$ cat src/design/adc_seq_pkg.sv
package adc_seq_pkg;

    // ********************************************************
    // Register map and field positions
    // ********************************************************
    localparam logic [2:0] ADDR_CTRL_A  = 3'h0;
    localparam logic [2:0] ADDR_CTRL_B  = 3'h1;
    localparam logic [2:0] ADDR_TIMING  = 3'h2;
    localparam logic [2:0] ADDR_CHAN    = 3'h3;
    localparam logic [2:0] ADDR_RES_LO  = 3'h4;
    localparam logic [2:0] ADDR_RES_HI  = 3'h5;

    localparam int CA_ENABLE   = 7;
    localparam int CA_START    = 6;
    localparam int CA_AUTO     = 5;
    localparam int CA_DONE     = 4;
    localparam int CB_SUPPLY   = 7;
    localparam int CB_CHAN_HI  = 3;
    localparam int CB_FREE_RUN = 0;

    localparam logic [7:0] TIMING_RESET = 8'h00;
    localparam logic [7:0] CHAN_RESET   = 8'h00;

    // ********************************************************
    // Timing counts
    // ********************************************************
    localparam logic [8:0] SE_DELAY_CPU     = 9'h002;
    localparam logic [8:0] DIFF_DELAY_TICKS = 9'h002;
    localparam int         TRIG_SYNC_CYCLES = 3;
    localparam logic [8:0] CONV_TICKS       = 9'h00b;

    // ********************************************************
    // Types
    // ********************************************************
    typedef struct packed {
        logic [1:0] track_hold_time_field;
        logic [5:0] startup_time_field;
    } timing_type;

    typedef struct packed {
        logic [1:0] reference_select;
        logic [5:0] channel_select_bits;
    } selection_type;

    typedef enum logic [3:0] {
        ST_OFF     = 4'h0,
        ST_SUPPLY  = 4'h1,
        ST_STARTUP = 4'h2,
        ST_AMP     = 4'h3,
        ST_IDLE    = 4'h4,
        ST_SETTLE  = 4'h5,
        ST_DELAY   = 4'h6,
        ST_CONVERT = 4'h7,
        ST_TRACK   = 4'h8
    } seq_state_type;

endpackage : adc_seq_pkg

$ cat src/design/adc_timing_sequencer.sv
`timescale 1ns/1ps
module adc_timing_sequencer
    import adc_seq_pkg::*;
(
    input  wire logic          sys_clk_in,
    input  wire logic          resetn_in,
    input  wire logic [2:0]    addr_in,
    input  wire logic [7:0]    wr_data_in,
    input  wire logic          wr_in,
    input  wire logic          rd_in,
    input  wire logic          trigger_in,
    input  wire logic          supply_ready_in,
    input  wire logic [9:0]    result_in,
    output logic [7:0]         rd_data_out,
    output logic               supply_enable_out,
    output logic               conv_tick_out,
    output logic               sample_hold_out,
    output logic               converting_out,
    output logic               tracking_out,
    output logic               settling_out,
    output selection_type      selection_out,
    output logic [9:0]         data_out
);

    // ********************************************************
    // Phase lengths in converter clock ticks
    // ********************************************************
    function automatic logic [8:0] startup_len(input timing_type t);
        return {1'b0, t.startup_time_field, 2'b00} + 9'h004;
    endfunction : startup_len

    function automatic logic [8:0] amp_len(input timing_type t);
        return {6'h00, t.track_hold_time_field, 1'b0} + 9'h006;
    endfunction : amp_len

    function automatic logic [8:0] track_len(input timing_type t,
                                             input logic diff);
        if (diff) begin
            return {6'h00, t.track_hold_time_field, 1'b0} + 9'h003;
        end
        return {7'h00, t.track_hold_time_field} + 9'h001;
    endfunction : track_len

    function automatic logic [8:0] settle_len(input timing_type t,
                                              input logic diff);
        if (diff) begin
            return startup_len(t)
                + {6'h00, t.track_hold_time_field, 1'b0} + 9'h004;
        end
        return {7'h00, t.track_hold_time_field} + 9'h002;
    endfunction : settle_len

    // ********************************************************
    // State
    // ********************************************************
    seq_state_type state;
    seq_state_type next_state;
    logic [8:0]    phase_cnt;
    logic [8:0]    next_cnt;
    logic [7:0]    div_cnt;
    logic          enable;
    logic          start;
    logic          auto_trig;
    logic          done;
    logic [2:0]    div_sel;
    logic          free_sel;
    logic          chan_hi;
    timing_type    timing_buf;
    timing_type    timing_act;
    selection_type sel_buf;
    selection_type sel_act;
    logic          sel_lock;
    logic          settle_pend;
    logic          trig_prev;
    logic [TRIG_SYNC_CYCLES-1:0] trig_pipe;
    logic [9:0]    result;
    logic [8:0]    ph_ticks;

    // ********************************************************
    // Decoding
    // ********************************************************
    wire wr_a = wr_in && (addr_in == ADDR_CTRL_A);
    wire wr_b = wr_in && (addr_in == ADDR_CTRL_B);
    wire wr_t = wr_in && (addr_in == ADDR_TIMING);
    wire wr_c = wr_in && (addr_in == ADDR_CHAN);
    wire [7:0] div_mask = ~(8'hfe << div_sel);
    wire tick = enable && ((div_cnt & div_mask) == div_mask);
    wire diff = sel_act.channel_select_bits[5];
    wire free_run = auto_trig && free_sel;
    wire phase_done = tick && (phase_cnt == 9'h000);
    // Edges are only accepted while idle, so a busy converter drops them.
    wire trig_edge = auto_trig && !free_sel && trigger_in && !trig_prev
                     && (state == ST_IDLE) && (trig_pipe == '0);
    wire trig_req = trig_pipe[TRIG_SYNC_CYCLES-1];
    wire start_req = start || trig_req;
    wire conv_end = (state == ST_CONVERT) && phase_done;
    wire supply_ok = (state != ST_OFF) && (state != ST_SUPPLY);
    wire operating = (state == ST_IDLE) || (state == ST_TRACK)
                     || (state == ST_SETTLE);
    wire timing_safe = (state == ST_OFF) || (state == ST_SUPPLY)
                       || (state == ST_IDLE);
    wire sel_change = enable && operating && !sel_lock
                      && (sel_buf != sel_act);
    // Free running restarts skip the delay state, so lock on that path too.
    wire lock_now = ((state != ST_DELAY) && (next_state == ST_DELAY))
                    || ((state == ST_TRACK) && (next_state == ST_CONVERT));
    wire [7:0] ctrl_a = {enable, start, auto_trig, done, 1'b0, div_sel};
    wire [7:0] ctrl_b = {supply_ok, 3'h0, chan_hi, 2'h0, free_sel};
    wire [7:0] rd_mux =
        (addr_in == ADDR_CTRL_A) ? ctrl_a :
        (addr_in == ADDR_CTRL_B) ? ctrl_b :
        (addr_in == ADDR_TIMING) ? timing_buf :
        (addr_in == ADDR_CHAN)   ? {sel_buf.reference_select, 1'b0,
                                    sel_buf.channel_select_bits[4:0]} :
        (addr_in == ADDR_RES_LO) ? result[7:0] :
        (addr_in == ADDR_RES_HI) ? {6'h00, result[9:8]} : 8'h00;

    assign supply_enable_out = enable;
    assign conv_tick_out     = tick;
    assign sample_hold_out   = (state == ST_DELAY)
                               && (next_state == ST_CONVERT);
    assign converting_out    = (state == ST_CONVERT);
    assign tracking_out      = (state == ST_TRACK);
    assign settling_out      = (state == ST_SETTLE);
    assign selection_out     = sel_act;
    assign data_out          = result;

    // ********************************************************
    // Sequencer
    // ********************************************************
    always_comb begin
        next_state = state;
        next_cnt   = phase_cnt;
        if (tick && (phase_cnt != 9'h000)) begin
            next_cnt = phase_cnt - 9'h001;
        end
        case (state)
            ST_OFF: begin
                if (enable) begin
                    next_state = ST_SUPPLY;
                end
            end
            ST_SUPPLY: begin
                if (supply_ready_in) begin
                    next_state = ST_STARTUP;
                    next_cnt   = startup_len(timing_act) - 9'h001;
                end
            end
            ST_STARTUP: begin
                if (phase_done && diff) begin
                    next_state = ST_AMP;
                    next_cnt   = amp_len(timing_act) - 9'h001;
                end else if (phase_done) begin
                    next_state = ST_IDLE;
                end
            end
            ST_AMP, ST_SETTLE: begin
                if (phase_done) begin
                    next_state = ST_IDLE;
                end
            end
            ST_IDLE: begin
                if (settle_pend) begin
                    next_state = ST_SETTLE;
                    next_cnt   = settle_len(timing_act, diff) - 9'h001;
                end else if (start_req) begin
                    next_state = ST_DELAY;
                    next_cnt   = diff ? DIFF_DELAY_TICKS - 9'h001
                                      : SE_DELAY_CPU - 9'h001;
                end
            end
            ST_DELAY: begin
                // Single-ended delay counts CPU cycles, not ticks.
                if (!diff && (phase_cnt == 9'h000)) begin
                    next_state = ST_CONVERT;
                    next_cnt   = CONV_TICKS - 9'h001;
                end else if (!diff) begin
                    next_cnt = phase_cnt - 9'h001;
                end else if (phase_done) begin
                    next_state = ST_CONVERT;
                    next_cnt   = CONV_TICKS - 9'h001;
                end
            end
            ST_CONVERT: begin
                if (phase_done) begin
                    next_state = ST_TRACK;
                    next_cnt   = track_len(timing_act, diff) - 9'h001;
                end
            end
            ST_TRACK: begin
                if (settle_pend) begin
                    next_state = ST_SETTLE;
                    next_cnt   = settle_len(timing_act, diff) - 9'h001;
                end else if (phase_done && free_run && start) begin
                    next_state = ST_CONVERT;
                    next_cnt   = CONV_TICKS - 9'h001;
                end else if (phase_done) begin
                    next_state = ST_IDLE;
                end
            end
            default: begin
                next_state = ST_OFF;
            end
        endcase
        if (!enable) begin
            next_state = ST_OFF;
        end
    end

    always_ff @(posedge sys_clk_in) begin
        if (!resetn_in) begin
            state     <= ST_OFF;
            phase_cnt <= 9'h000;
        end else begin
            state     <= next_state;
            phase_cnt <= next_cnt;
        end
    end

    // ********************************************************
    // Divider and trigger synchroniser
    // ********************************************************
    always_ff @(posedge sys_clk_in) begin
        if (!resetn_in || !enable || trig_edge) begin
            div_cnt <= 8'h00;
        end else begin
            div_cnt <= div_cnt + 8'h01;
        end
    end

    always_ff @(posedge sys_clk_in) begin
        if (!resetn_in) begin
            trig_prev <= 1'b0;
            trig_pipe <= '0;
        end else begin
            trig_prev <= trigger_in;
            trig_pipe <= {trig_pipe[TRIG_SYNC_CYCLES-2:0], trig_edge};
        end
    end

    // ********************************************************
    // Software registers
    // ********************************************************
    always_ff @(posedge sys_clk_in) begin
        if (!resetn_in) begin
            enable    <= 1'b0;
            auto_trig <= 1'b0;
            div_sel   <= 3'h0;
            free_sel  <= 1'b0;
            chan_hi   <= 1'b0;
            timing_buf <= TIMING_RESET;
            sel_buf   <= CHAN_RESET;
        end else begin
            if (wr_a) begin
                enable    <= wr_data_in[CA_ENABLE];
                auto_trig <= wr_data_in[CA_AUTO];
                div_sel   <= wr_data_in[2:0];
            end
            if (wr_b) begin
                chan_hi  <= wr_data_in[CB_CHAN_HI];
                free_sel <= wr_data_in[CB_FREE_RUN];
            end
            if (wr_t) begin
                timing_buf <= wr_data_in;
            end
            if (wr_c) begin
                sel_buf <= {wr_data_in[7:6], chan_hi,
                            wr_data_in[4:0]};
            end
        end
    end

    // Hardware set wins over a software clear in the same cycle.
    always_ff @(posedge sys_clk_in) begin
        if (!resetn_in) begin
            start <= 1'b0;
            done  <= 1'b0;
        end else begin
            if ((wr_a && wr_data_in[CA_START]) || trig_req) begin
                start <= 1'b1;
            end else if (!enable || (conv_end && !free_run)) begin
                start <= 1'b0;
            end
            if (conv_end) begin
                done <= 1'b1;
            end else if (wr_a && wr_data_in[CA_DONE]) begin
                done <= 1'b0;
            end
        end
    end

    // ********************************************************
    // Active selection, timing and result
    // ********************************************************
    always_ff @(posedge sys_clk_in) begin
        if (!resetn_in) begin
            sel_act     <= CHAN_RESET;
            sel_lock    <= 1'b0;
            settle_pend <= 1'b0;
            timing_act  <= TIMING_RESET;
            result      <= 10'h000;
            rd_data_out <= 8'h00;
        end else begin
            if (!sel_lock && !lock_now) begin
                sel_act <= sel_buf;
            end
            if (lock_now) begin
                sel_lock <= 1'b1;
            end else if (conv_end || !enable) begin
                sel_lock <= 1'b0;
            end
            if (sel_change) begin
                settle_pend <= 1'b1;
            end else if (((state != ST_SETTLE) && (next_state == ST_SETTLE))
                         || !enable) begin
                // A change made while settling stays pending for a rerun.
                settle_pend <= 1'b0;
            end
            if (timing_safe) begin
                timing_act <= timing_buf;
            end
            if (conv_end) begin
                result <= result_in;
            end
            rd_data_out <= rd_in ? rd_mux : 8'h00;
        end
    end

    // ********************************************************
    // Checks
    // ********************************************************
    always_ff @(posedge sys_clk_in) begin
        if (!resetn_in || (state != next_state)) begin
            ph_ticks <= 9'h000;
        end else if (tick) begin
            ph_ticks <= ph_ticks + 9'h001;
        end
    end
endmodule : adc_timing_sequencer

$ cat config.mk
export PLATFORM = sky130hd
export DESIGN_NAME = adc_timing_sequencer
export DESIGN_NICKNAME = d
export VERILOG_FILES = /design/src/design/adc_seq_pkg.sv /design/src/design/adc_timing_sequencer.sv
export SDC_FILE = /design/constraint.sdc
export NUM_CORES = 1
export LEC_CHECK = 0
export BUFFER_PORTS_ARGS = -buffer_cell sky130_fd_sc_hd__buf_2
export CORE_MARGIN = 5
export CORE_UTILIZATION = 25
export DETAILED_ROUTE_END_ITERATION = 12
export GPL_TIMING_DRIVEN = 0
export PLACE_DENSITY = 0.46
export SLEW_MARGIN = 20
export SYNTH_ARGS = -nofsm -noshare
export SYNTH_HDL_FRONTEND = slang
export SYNTH_SLANG_ARGS = --single-unit
export TNS_END_PERCENT = 100
$ cat constraint.sdc
create_clock -name sys_clk_in -period 4.9 [get_ports sys_clk_in]
set_input_delay 0.245 -clock sys_clk_in [delete_from_list [all_inputs] [get_ports sys_clk_in]]
set_output_delay 0.245 -clock sys_clk_in [all_outputs]
set_load 0.05 [all_outputs]
# Word-level counts from Yosys, hierarchy flattened
# Cells that the tools add are included.
[word_totals]
inputBits = 27
wordCells = 184
reg_bits = 86
out_inout_bits = 32
[op_classes]
bitwise = 4
muxes = 56
n_reduce_logical = 63
addsub = 14
shift = 1
n_eq_ne = 21
[op_table]
columns = ["cell", "n"]
rows = [
  ["$mux 9", 22],
  ["$pmux 9 s6", 1],
  ["$mux 4", 12],
  ["$sub 9x1->9 const B", 5],
  ["$mux 8", 5],
  ["$pmux 4 s8", 1],
  ["$logic_and 1x1->1", 30],
  ["$eq 4x3->1 const B", 7],
  ["$mux 1", 14],
  ["$logic_or 1x1->1", 12],
  ["$add 8x3->9 const B", 1],
  ["$add 9x3->9", 1],
  ["$add 9x3->9 const B", 1],
  ["$logic_not 9->1", 1],
  ["$reduce_bool 9->1", 1],
  ["$add 8x1->8 const B", 1],
  ["$and 8x8->8", 1],
  ["$eq 4x2->1 const B", 2],
  ["$eq 8x8->1", 1],
  ["$logic_not 1->1", 8],
  ["$ne 4x3->1 const B", 2],
  ["$ne 8x8->1", 1],
  ["$not 8->8", 1],
  ["$reduce_bool 2->1", 4],
  ["other kinds (20)", 24],
]

# Longest topological paths before layout
# Gate-level depths: netlist of run 1.
[logic_depth]
ltp_word = 17
mapped_depth = 11
depth_no_buf = 11

# Worst setup path before layout of run 1
# Ideal clock, no wire load.
[synth_timing]
kind = "reg-to-output"
startpoint = "register enable (netlist: supply_enable_out)"
endpoint = "output port sample_hold_out"
stages_incl_launch_ff = 10
setup_slack_ps = 1860
required_time_ps = 4655
arrival_ps = 2795
cell_sequence = "dfxtp_1 buf_2 o2111ai_1 or4_1 buf_2 inv_2 clkbuf_1 a21oi_1 nor3_2 and3_1"
[synth_via]
elab_chain_len = 10
[synth_rtl]
columns = ["element", "line_no", "rtl"]
rows = [
  ["from (decl)", "adc_timing_sequencer.sv:61", "logic enable;"],
  ["from (signal assigned)", "adc_timing_sequencer.sv:255", "enable <= wr_data_in[CA_ENABLE];"],
  ["$logic_and 1x1->1", "adc_timing_sequencer.sv:87", "wire tick = enable && ((div_cnt & div_mask) == div_mask);"],
  ["$logic_and 1x1->1", "adc_timing_sequencer.sv:90", "wire phase_done = tick && (phase_cnt == 9'h000);"],
  ["$logic_and 1x1->1 (2 in a row)", "adc_timing_sequencer.sv:194", "end else if (phase_done && free_run && start) begin"],
  ["$mux 4", "adc_timing_sequencer.sv:194", ""],
  ["$mux 4", "adc_timing_sequencer.sv:191", "if (settle_pend) begin"],
  ["$pmux 4 s8", "adc_timing_sequencer.sv:137", "case (state)"],
  ["$mux 4 (*)", "adc_timing_sequencer.sv:205", "if (!enable) begin"],
  ["$eq 4x3->1 (*)", "adc_timing_sequencer.sv:121", "&& (next_state == ST_CONVERT);"],
  ["$logic_and 1x1->1 (*)", "adc_timing_sequencer.sv:121", ""],
  ["to (decl)", "adc_timing_sequencer.sv:17", "output logic sample_hold_out,"],
]
# Every way passes the cells marked *; elsewhere a longest branch is shown, timed or not.

# Worst setup path after layout of run 1
# Ends and elaborated chain as after synthesis.

==> run_results.csv, run 1 <==
group,metric,value,unit
outcome,outcome,"complete, no violations",
run,maxCapViolations,0,
logic_synthesis,synth_top_family_by_area,"simple AND/OR/NAND/NOR gates",
drt,drt_iter0_markers,452,
timing,maxSlewHeadroom,36.0,%
worst_setup_path,rrSetupSlack,1520,ps
logic_synthesis,muxShareOfSynthArea,8.39,%
worst_setup_path,worstSetupPathType,"register to output pin",
worst_setup_path,slowest_stage,"or4_1",
clock_network,h-tree-depth,3,
timing,finClkSkew,10.7,ps
logic_synthesis,synth-xor-area-share,6.08,%
timing,tns,0,ps
placed_design,dp.cells,1029,
logic_synthesis,yosysSeqAreaShare,31.8,%
logic_synthesis,syn_area,5410,sq um
clock_network,post-cts-setup-buffers,0,
clock_network,root_buffer,"clkbuf_16",
logic_synthesis,postSynthCellCount,699,
placed_design,dp_hpwl,14200,microns
logic_synthesis,synth_compound_area_share,20.6,%
worst_setup_path,reg2reg_to,"data_out[5]$_SDFFE_PN0P_",
finish,fillers,2311,
worst_setup_path,crit_end,"sample_hold_out",
drt,ant_nets,0,
timing,worstMarginPinSlew,955,ps
clock_network,postCtsHoldBufs,0,
worst_setup_path,crit_path_max_fanout,10,
grt,grt_pass1_vias,5361,
clock_network,clk_pin_slew,70,ps
finish,n_antenna_cell,0,
drt,via_per_inst,5.21,
finish,final_common_cell,"nand2_1",
worst_setup_path,r2r-start,"state[1]$_SDFF_PN0_",
floorplan,io_pins,59,
power_and_ir_drop,p_per_area,245,nW/um^2
floorplan,die_area,24700,sq um
worst_setup_path,arrival,3330,ps
floorplan,die_w,157,microns
clock_network,clock_latency,350,ps
worst_setup_path,cp-start-kind,"register",
timing,finalHoldViolations,0,
grt,grt_pass1_wl,29600,microns
clock_network,cts.sinks,86,
grt,antenna_found_initial,0,
logic_synthesis,yosysUniqueCellTypes,69,
floorplan,core_area,21200,sq um
worst_setup_path,cp-end-kind,"output pin",
grt,grt_start_max_net_pins,16,
clock_network,cts_resized,0,
logic_synthesis,ys_warn_count,0,
floorplan,row_count,53,
logic_synthesis,ys_ff_latch,86,
timing,period_minus_slack,3580,ps
min_path,hp-class,"primary input to register",
logic_synthesis,synth-simple-area-share,26.2,%
drt,drcViolationCount,0,
logic_synthesis,synthAdderAreaFrac,2.54,%
clock_network,cts_tree,"done",
logic_synthesis,synth_nets,737,
finish,layout_common_cells,"nand2_1, dfxtp_1, nor2_1",
placed_design,place_congestion,0.943,
clock_network,cts_max_path_buffers,2,
timing,rsz0062_at_grt,"no",
placed_design,portBuffers,55,
finish,finalNetCount,803,
logic_synthesis,async_reset_ff_share,0,%
finish,syn_to_final_growth,17.4,%
worst_setup_path,crit_top_cell,"buf_2",
drt,wl_per_cell,17.9,microns
power_and_ir_drop,ir_drop,0.000213,V
worst_setup_path,crit_chain,"buf_2, o2111ai_1, or4_1, buf_2, inv_2, clkbuf_1, a21oi_1, nor3_2, and3_1, buf_2",
timing,finalSetupViolCount,0,
drt,firstDrtPassIters,5,
logic_synthesis,synth.avg_cell_area,7.74,sq um
worst_setup_path,crit_required,4660,ps
floorplan,die_h,157,microns
worst_setup_path,r2r_cells,7,
clock_network,cts_buffers,9,
worst_setup_path,setup.worst_path.start,"supply_enable_out$_SDFFE_PN0P_",
timing,fin_crit_sh,73.0,%
finish,instances_no_fill,1045,
timing,fmax,0.280,GHz
grt,track_usage,15.1,%
power_and_ir_drop,p_leak,2.44,nW
timing,final-max-slew-violation-count,0,
logic_synthesis,synth_edf_count,0,
drt,via_count,5448,
finish,drive_above_1_share,11.6,%
floorplan,initial_core_util,25.6,%
grt,grt-ovfl-total,0,
worst_setup_path,cpPeakStageDelay,560,ps
drt,wl,18700,microns
logic_synthesis,synth-main-ff-cell,"dfxtp_1",
power by group:
group / internal (W) / switching (W) / leakage (nW)
logic: 0.0000325 / 0.0000686 / 1.58
clock network: 0.000430 / 0.000312 / 0.158
registers: 0.000706 / 0.00000761 / 0.694
total: 0.00117 / 0.000388 / 2.44
sequential cells by signal, summed over array words and instances, names as in the netlist, 4 cells and up:
register       count
data_out          10
phase_cnt          9
div_cnt            8
rd_data_out        8
sel_buf            8
selection_out      8
timing_act         8
timing_buf         8
state              4
metal layers:
metal  GRT usage (%)  routed length, microns  part of all wire [%]
met1            20.9                    8660                    46
met2            23.4                    8290                    44
met3            3.71                    1420                   7.6
met4            4.06                     350                   1.9
met5               0                       0                     0
cell families (layout without fill, tap and decap cells):
group | count (synthesis) | count (layout)
and+or+nand+nor | 291 | 291
AOI/OAI and AO/OA | 168 | 168
DFF | 86 | 86
buffers and inverters | 62 | 133
muxes | 45 | 45
xor gates and xnor gates | 36 | 36
adders and majority gates | 11 | 11
cells in the mapped netlist, types with 3 or more instances:
master     instances  area share (%)
nand2_1           93             6.4
dfxtp_1           86              32
nor2_1            71             4.9
a21oi_1           57             5.3
mux2i_1           42             7.8
clkbuf_1          33             2.3
nor3_1            25             2.3
o21ai_0           24             2.2
nand3_1           23             2.1
xor2_1            20             3.2
inv_1             15             1.0
xnor2_1           15             2.4
nand2b_1          13             1.5
a31oi_1           12             1.4
and3_1            11             1.3
ha_1              11             2.5
nor2b_1           10             1.2
nor4_1             7            0.81
o211ai_1           7            0.97
a211oi_1           6            0.83
o22ai_1            6            0.69
a221oi_1           5            0.81
a311oi_1           5            0.81
buf_1              5            0.35
nand3b_1           5            0.69
nor4b_1            5            0.81
or3_1              5            0.58
a21o_1             4            0.55
a22oi_1            4            0.55
and2_1             4            0.46
buf_2              4            0.37
clkinv_1           4            0.28
a211o_1            3            0.49
a41oi_1            3            0.49
mux2_2             3            0.62
nand4_1            3            0.35
o2111ai_1          3            0.49
o21a_1             3            0.42
o31a_1             3            0.49
o31ai_1            3            0.42
worst max-delay path, delay by kind of cell (launching register included):
kind	cells	cell delay [ps]
buffers and inverters	5	1220
and+or+nand+nor	3	1080
AOI/OAI and AO/OA	2	340
DFF	1	330
worst min path at each step:
stage / slack (ps) / cells after the start / startpoint / endpoint
6_report: 120 / 2 / trigger_in / trig_prev$_SDFF_PN0_
5_1_grt: 120 / 2 / trigger_in / trig_prev$_SDFF_PN0_
4_1_cts: 110 / 2 / trigger_in / trig_prev$_SDFF_PN0_
3_5_place_dp: 450 / 1 / trig_pipe[0]$_SDFF_PN0_ / trig_pipe[1]$_SDFF_PN0_
3_3_place_gp: 450 / 1 / trig_pipe[0]$_SDFF_PN0_ / trig_pipe[1]$_SDFF_PN0_
2_1_floorplan: 370 / 1 / trigger_in / trig_prev$_SDFF_PN0_
through the flow:
step / hold slack, ps / area (sq um) / setup WS, ps / util [%] / total power (W)
4_1_cts: 111 / 6350 / 1340 / 30.0 / 0.00157
2_1_floorplan: 367 / 5410 / 1860 / - / 0.000789
3_5_place_dp: 448 / 6040 / 1580 / 28.5 / 0.000829
5_1_grt: 119 / 6350 / 1120 / 30.0 / 0.00161
6_report: 122 / 6350 / 1320 / 30.0 / 0.00156
3_3_place_gp: 445 / 6030 / 1500 / 28.5 / 0.000831
cell type report:
cell class | count | area, sq um | area share, %
Sequential cell | 86 | 1720 | 27.1
Timing Repair Buffer | 55 | 275 | 4.33
Clock inverter | 5 | 63.8 | 1.00
Clock buffer | 11 | 253 | 3.98
Multi-Input combinational cell | 551 | 3460 | 54.4
Buffer | 42 | 163 | 2.56
Inverter | 20 | 75.1 | 1.18
Tap cell | 275 | 344 | 5.42
(Power assumes the default switching activity.)
==> run 2, diff against run 1 <==
Settings changed: PLACE_DENSITY 0.46 to 0.47.
Clock period 4.9 ns to 2.94 ns, I/O delays scaled along.
==> run_results.csv, run 2 (synthesis results as in run 1) <==
group,metric,value,unit
run,maxCapViolations,0,
worst_setup_path,cp_top_family,"simple AND/OR/NAND/NOR gates",
outcome,outcome,"complete, no violations",
finish,drive_above_1_share,15.8,%
worst_setup_path,cpPeakStageDelay,660,ps
finish,fillers,2316,
floorplan,io_pins,59,
placed_design,portBuffers,55,
finish,fin_util,31.0,%
timing,finalHoldViolations,0,
min_path,hp-class,"primary input to register",
timing,finalSetupViolCount,0,
finish,syn_to_final_growth,21.0,%
timing,fmax,0.350,GHz
drt,via_count,5535,
timing,finClkSkew,10.2,ps
floorplan,die_w,157,microns
worst_setup_path,crit_path_max_fanout,10,
timing,whs,32.1,ps
floorplan,die_h,157,microns
drt,drt_iter0_markers,374,
drt,wl_per_cell,18.0,microns
finish,finalNetCount,812,
finish,final_common_cell,"nand2_1",
worst_setup_path,arrival,2710,ps
floorplan,core_area,21200,sq um
clock_network,cts_max_path_buffers,2,
worst_setup_path,cp-end-kind,"output pin",
worst_setup_path,crit_top_cell,"or4_4",
power_and_ir_drop,p_leak,2.52,nW
timing,final-max-slew-violation-count,0,
clock_network,clk_pin_slew,70,ps
drt,firstDrtPassIters,5,
clock_network,cts_buffers,9,
placed_design,dp.cells,1029,
grt,grt_start_max_net_pins,16,
finish,final_cell_area,6550,sq um
worst_setup_path,crit_required,2790,ps
worst_setup_path,cp.depth,7,
timing,fin_crit_sh,97.2,%
grt,antenna_found_initial,1,
worst_setup_path,crit_chain,"buf_4, o2111ai_1, or4_4, or4_4, nand4b_1, and3_4, buf_8",
grt,grt-ovfl-total,0,
worst_setup_path,r2r_cells,9,
floorplan,die_area,24700,sq um
power_and_ir_drop,p_per_area,399,nW/um^2
grt,grt_pass1_vias,5369,
clock_network,root_buffer,"clkbuf_16",
worst_setup_path,setup.worst_path.start,"supply_enable_out$_SDFFE_PN0P_",
min_path,hold_depth,3,
min_path,min_from,"result_in[9]",
clock_network,h-tree-depth,3,
timing,period_minus_slack,2860,ps
finish,layout_common_cells,"nand2_1, dfxtp_1, nor2_1",
drt,drcViolationCount,0,
finish,instances_no_fill,1053,
power_and_ir_drop,ir_drop,0.000326,V
finish,n_antenna_cell,0,
placed_design,dp_hpwl,14200,microns
placed_design,place_congestion,0.908,
drt,ant_nets,0,
clock_network,cts_tree,"done",
worst_setup_path,worst-path-buf-inv,2,
timing,maxSlewHeadroom,39.5,%
worst_setup_path,slowest_stage,"or4_4",
grt,grt_pass1_wl,30200,microns
floorplan,initial_core_util,25.6,%
worst_setup_path,r2r-start,"supply_enable_out$_SDFFE_PN0P_",
timing,worstMarginPinSlew,905,ps
clock_network,cts.sinks,86,
drt,via_per_inst,5.26,
clock_network,clock_latency,350,ps
placed_design,placed_area,6040,sq um
drt,wl,19000,microns
floorplan,row_count,53,
worst_setup_path,worstSetupPathType,"register to output pin",
grt,track_usage,15.3,%
finish,largest_register_ffs,10,
worst_setup_path,cp-start-kind,"register",
-- run 2: repair_timing --
action                     in CTS  in global routing
setup buffers                   5                  6
hold buffers                    0                  0
pin swaps                       3                  5
gates resized for setup        15                 24
setup endpoints to repair      33                 27
-- run 2: area by class of cell --
cell class | instances | area (sq um) | area share [%]
Buffer | 40 | 166 | 2.54
Clock buffer | 9 | 225 | 3.44
Clock inverter | 6 | 95.1 | 1.45
Inverter | 20 | 80.1 | 1.22
Multi-Input combinational cell | 551 | 3530 | 53.8
Sequential cell | 86 | 1730 | 26.5
Tap cell | 275 | 344 | 5.25
Timing Repair Buffer | 66 | 380 | 5.81
-- run 2: where the power goes --
group / switching, W / total [W] / internal [W]
Combinational: 0.000117 / 0.000174 / 0.0000572
Sequential: 0.0000129 / 0.00119 / 0.00117
Clock: 0.000504 / 0.00125 / 0.000749
Total: 0.000633 / 0.00261 / 0.00198
-- run 2: worst register-to-register path, stage by stage, from the launching register on --
cell       delay [ps]
dfxtp_2           330
buf_4             200
o2111ai_1         140
or4_4             660
buf_4             200
clkbuf_1          240
nor3_1            420
xor2_1            130
o21a_1            190
o31a_1            230
-- run 2: path summary, 6_finish.rpt --
path | endpoint | slack, ps
worst min-delay path | data_out[9]$_SDFFE_PN0P_ | 30
worst max register to register | phase_cnt[3]$_SDFF_PN0_ | 100
worst max-delay path | sample_hold_out | 80
worst min register to register | trig_pipe[1]$_SDFF_PN0_ | 470
-- run 2: per-stage QoR --
stage               setup slack, ps  total power, W  TNS (ps)
finish                         81.0         0.00261         0
global route                  -14.5         0.00271     -14.5
CTS                            7.53         0.00264         0
detailed placement             -497         0.00138     -6770
global placement               -578         0.00138     -8890
floorplan                       114         0.00131         0
-- run 2: layer usage --
layer	vias to the layer above	track usage (%)	wire, microns	part of all wire (%)
met3	35	3.63	1200	6.3
met1	2626	21.4	8870	47
met5	-	0	13	0.069
met4	2	3.93	415	2.2
met2	197	23.8	8450	45
li1	2675	-	-	-
==> run 3, diff against run 2 <==
Settings changed: CORE_ASPECT_RATIO set to 0.8.
Clock period 2.94 ns to 2.6 ns, I/O delays scaled along.
==> run_results.csv, run 3 (synthesis results as in run 1) <==
group,metric,value,unit
worst_setup_path,arrival,2630,ps
placed_design,place_congestion,0.898,
grt,track_usage,16.0,%
timing,fin_crit_sh,106,%
drt,via_per_inst,5.31,
finish,final_cell_area,6800,sq um
floorplan,row_count,48,
timing,rsz0062_at_grt,"yes",
placed_design,placed_area,6060,sq um
worst_setup_path,worstSetupPathType,"register to output pin",
finish,syn_to_final_growth,25.6,%
worst_setup_path,setup.worst_path.start,"div_sel[2]$_SDFFE_PN0P_",
timing,maxSlewHeadroom,36.3,%
worst_setup_path,worst-path-buf-inv,1,
clock_network,cts.sinks,86,
outcome,violations,"setup timing",
finish,finalNetCount,813,
run,maxCapViolations,0,
drt,firstDrtPassIters,5,
timing,worstMarginPinSlew,951,ps
grt,grt-ovfl-total,0,
finish,drive_above_1_share,21.3,%
timing,fmax,0.363,GHz
timing,period_minus_slack,2760,ps
floorplan,core_area,21400,sq um
clock_network,clk_pin_slew,70,ps
finish,seq_area,1740,sq um
min_path,hp-class,"primary input to register",
drt,drcViolationCount,0,
timing,final-max-slew-violation-count,0,
timing,finalSetupViolCount,10,
floorplan,die_h,142,microns
placed_design,portBuffers,55,
outcome,outcome,"finished, violations left",
worst_setup_path,r2r-start,"div_sel[2]$_SDFFE_PN0P_",
grt,grt_pass1_wl,31100,microns
floorplan,io_pins,59,
worst_setup_path,crit_chain,"o21bai_1, o2111ai_2, or4_4, or4_4, nand4b_1, and3_4, buf_8",
worst_setup_path,cp_top_family,"simple AND/OR/NAND/NOR gates",
clock_network,root_buffer,"clkbuf_16",
floorplan,die_w,175,microns
drt,wl,19900,microns
min_path,min_from,"result_in[9]",
finish,multi_input_area,3740,sq um
worst_setup_path,cp-end-kind,"output pin",
timing,finalHoldViolations,0,
grt,antenna_found_initial,0,
clock_network,cts_buffers,9,
power_and_ir_drop,ir_drop,0.000314,V
finish,fillers,2316,
clock_network,clock_latency,350,ps
clock_network,cts_max_path_buffers,2,
grt,grt_pass1_vias,5329,
timing,setup_slack,-155,ps
timing,finClkSkew,8.45,ps
worst_setup_path,crit_required,2470,ps
finish,largest_register_ffs,10,
clock_network,cts_tree,"done",
drt,drt_iter0_markers,425,
drt,via_count,5607,
finish,layout_common_cells,"nand2_1, dfxtp_1, nor2_1",
floorplan,die_area,24700,sq um
worst_setup_path,crit_path_max_fanout,7,
finish,n_antenna_cell,0,
finish,final_common_cell,"nand2_1",
drt,ant_nets,0,
worst_setup_path,crit_top_cell,"or4_4",
power_and_ir_drop,p_leak,2.63,nW
finish,fin_util,31.7,%
worst_setup_path,slowest_stage,"or4_4",
grt,grt_start_max_net_pins,17,
placed_design,dp_hpwl,14600,microns
drt,wl_per_cell,18.9,microns
worst_setup_path,cp-start-kind,"register",
worst_setup_path,cpPeakStageDelay,580,ps
clock_network,h-tree-depth,3,
clock_network,postCtsHoldBufs,0,
power_and_ir_drop,p_per_area,418,nW/um^2
floorplan,initial_core_util,25.2,%
==> run 3: layout make-up <==
cell class / count / area share [%]
multi-input cells: 552 / 55.0
repair buffers: 69 / 6.04
inverters: 20 / 1.20
clock inverters: 6 / 0.736
flip-flops and latches: 86 / 25.6
plain buffers: 37 / 2.84
clock buffers: 10 / 3.52
well taps: 275 / 5.06
==> run 3: routing by layer <==
layer  track usage (%)  wire length [microns]  vias to the layer above  share of wire, %
met3              3.94                   1340                       17               6.7
met5                 0                      0                        -                 0
met1              23.6                   9840                     2717                49
met4              3.35                    274                        0               1.4
li1                  -                      -                     2684                 -
met2              23.6                   8480                      189                43
==> run 3: final timing paths <==
kind / end / slack [ps] / cells past startpoint
max: sample_hold_out / -160 / 7
min: data_out[9]$_SDFFE_PN0P_ / 20 / 3
max reg2reg: selection_out[5]$_SDFFE_PN0P_ / -120 / 8
min reg2reg: trig_pipe[2]$_SDFF_PN0_ / 460 / 1
==> run 3: worst register-to-register path: cells and delay by family, from the launching register on <==
family,cells,cell delay [ps]
simple gates,2,1130
compound gates,4,760
flops,1,380
mux,1,200
buf+inv,1,160
==> run 3: through the flow <==
step                setup TNS, ps  setup slack [ps]  total power, W  hold slack (ps)  instances
floorplan                    -398             -49.7         0.00149              252        699
global placement           -17050              -738         0.00156              372       1029
detailed placement         -16510              -737         0.00156              376       1029
CTS                          -634              -130         0.00287             12.0       1054
global route                -1600              -229         0.00295             25.3       1055
finish                       -889              -155         0.00284             18.5       1055
==> run 3: repair_timing <==
item                       4_1_cts  5_1_grt
pin swaps                       11        9
gates cloned                     1        0
buffers inserted                11        4
gates resized for setup         55       49
setup endpoints to repair       35       31
==> run 3: power breakdown <==
| part | switching, W | total, W | internal (W) | leakage, nW |
|---|---|---|---|---|
| clock | 0.000604 | 0.00130 | 0.000692 | 0.147 |
| combinational | 0.000135 | 0.000204 | 0.0000688 | 1.79 |
| sequential | 0.0000167 | 0.00134 | 0.00133 | 0.700 |
| total | 0.000756 | 0.00284 | 0.00209 | 2.63 |
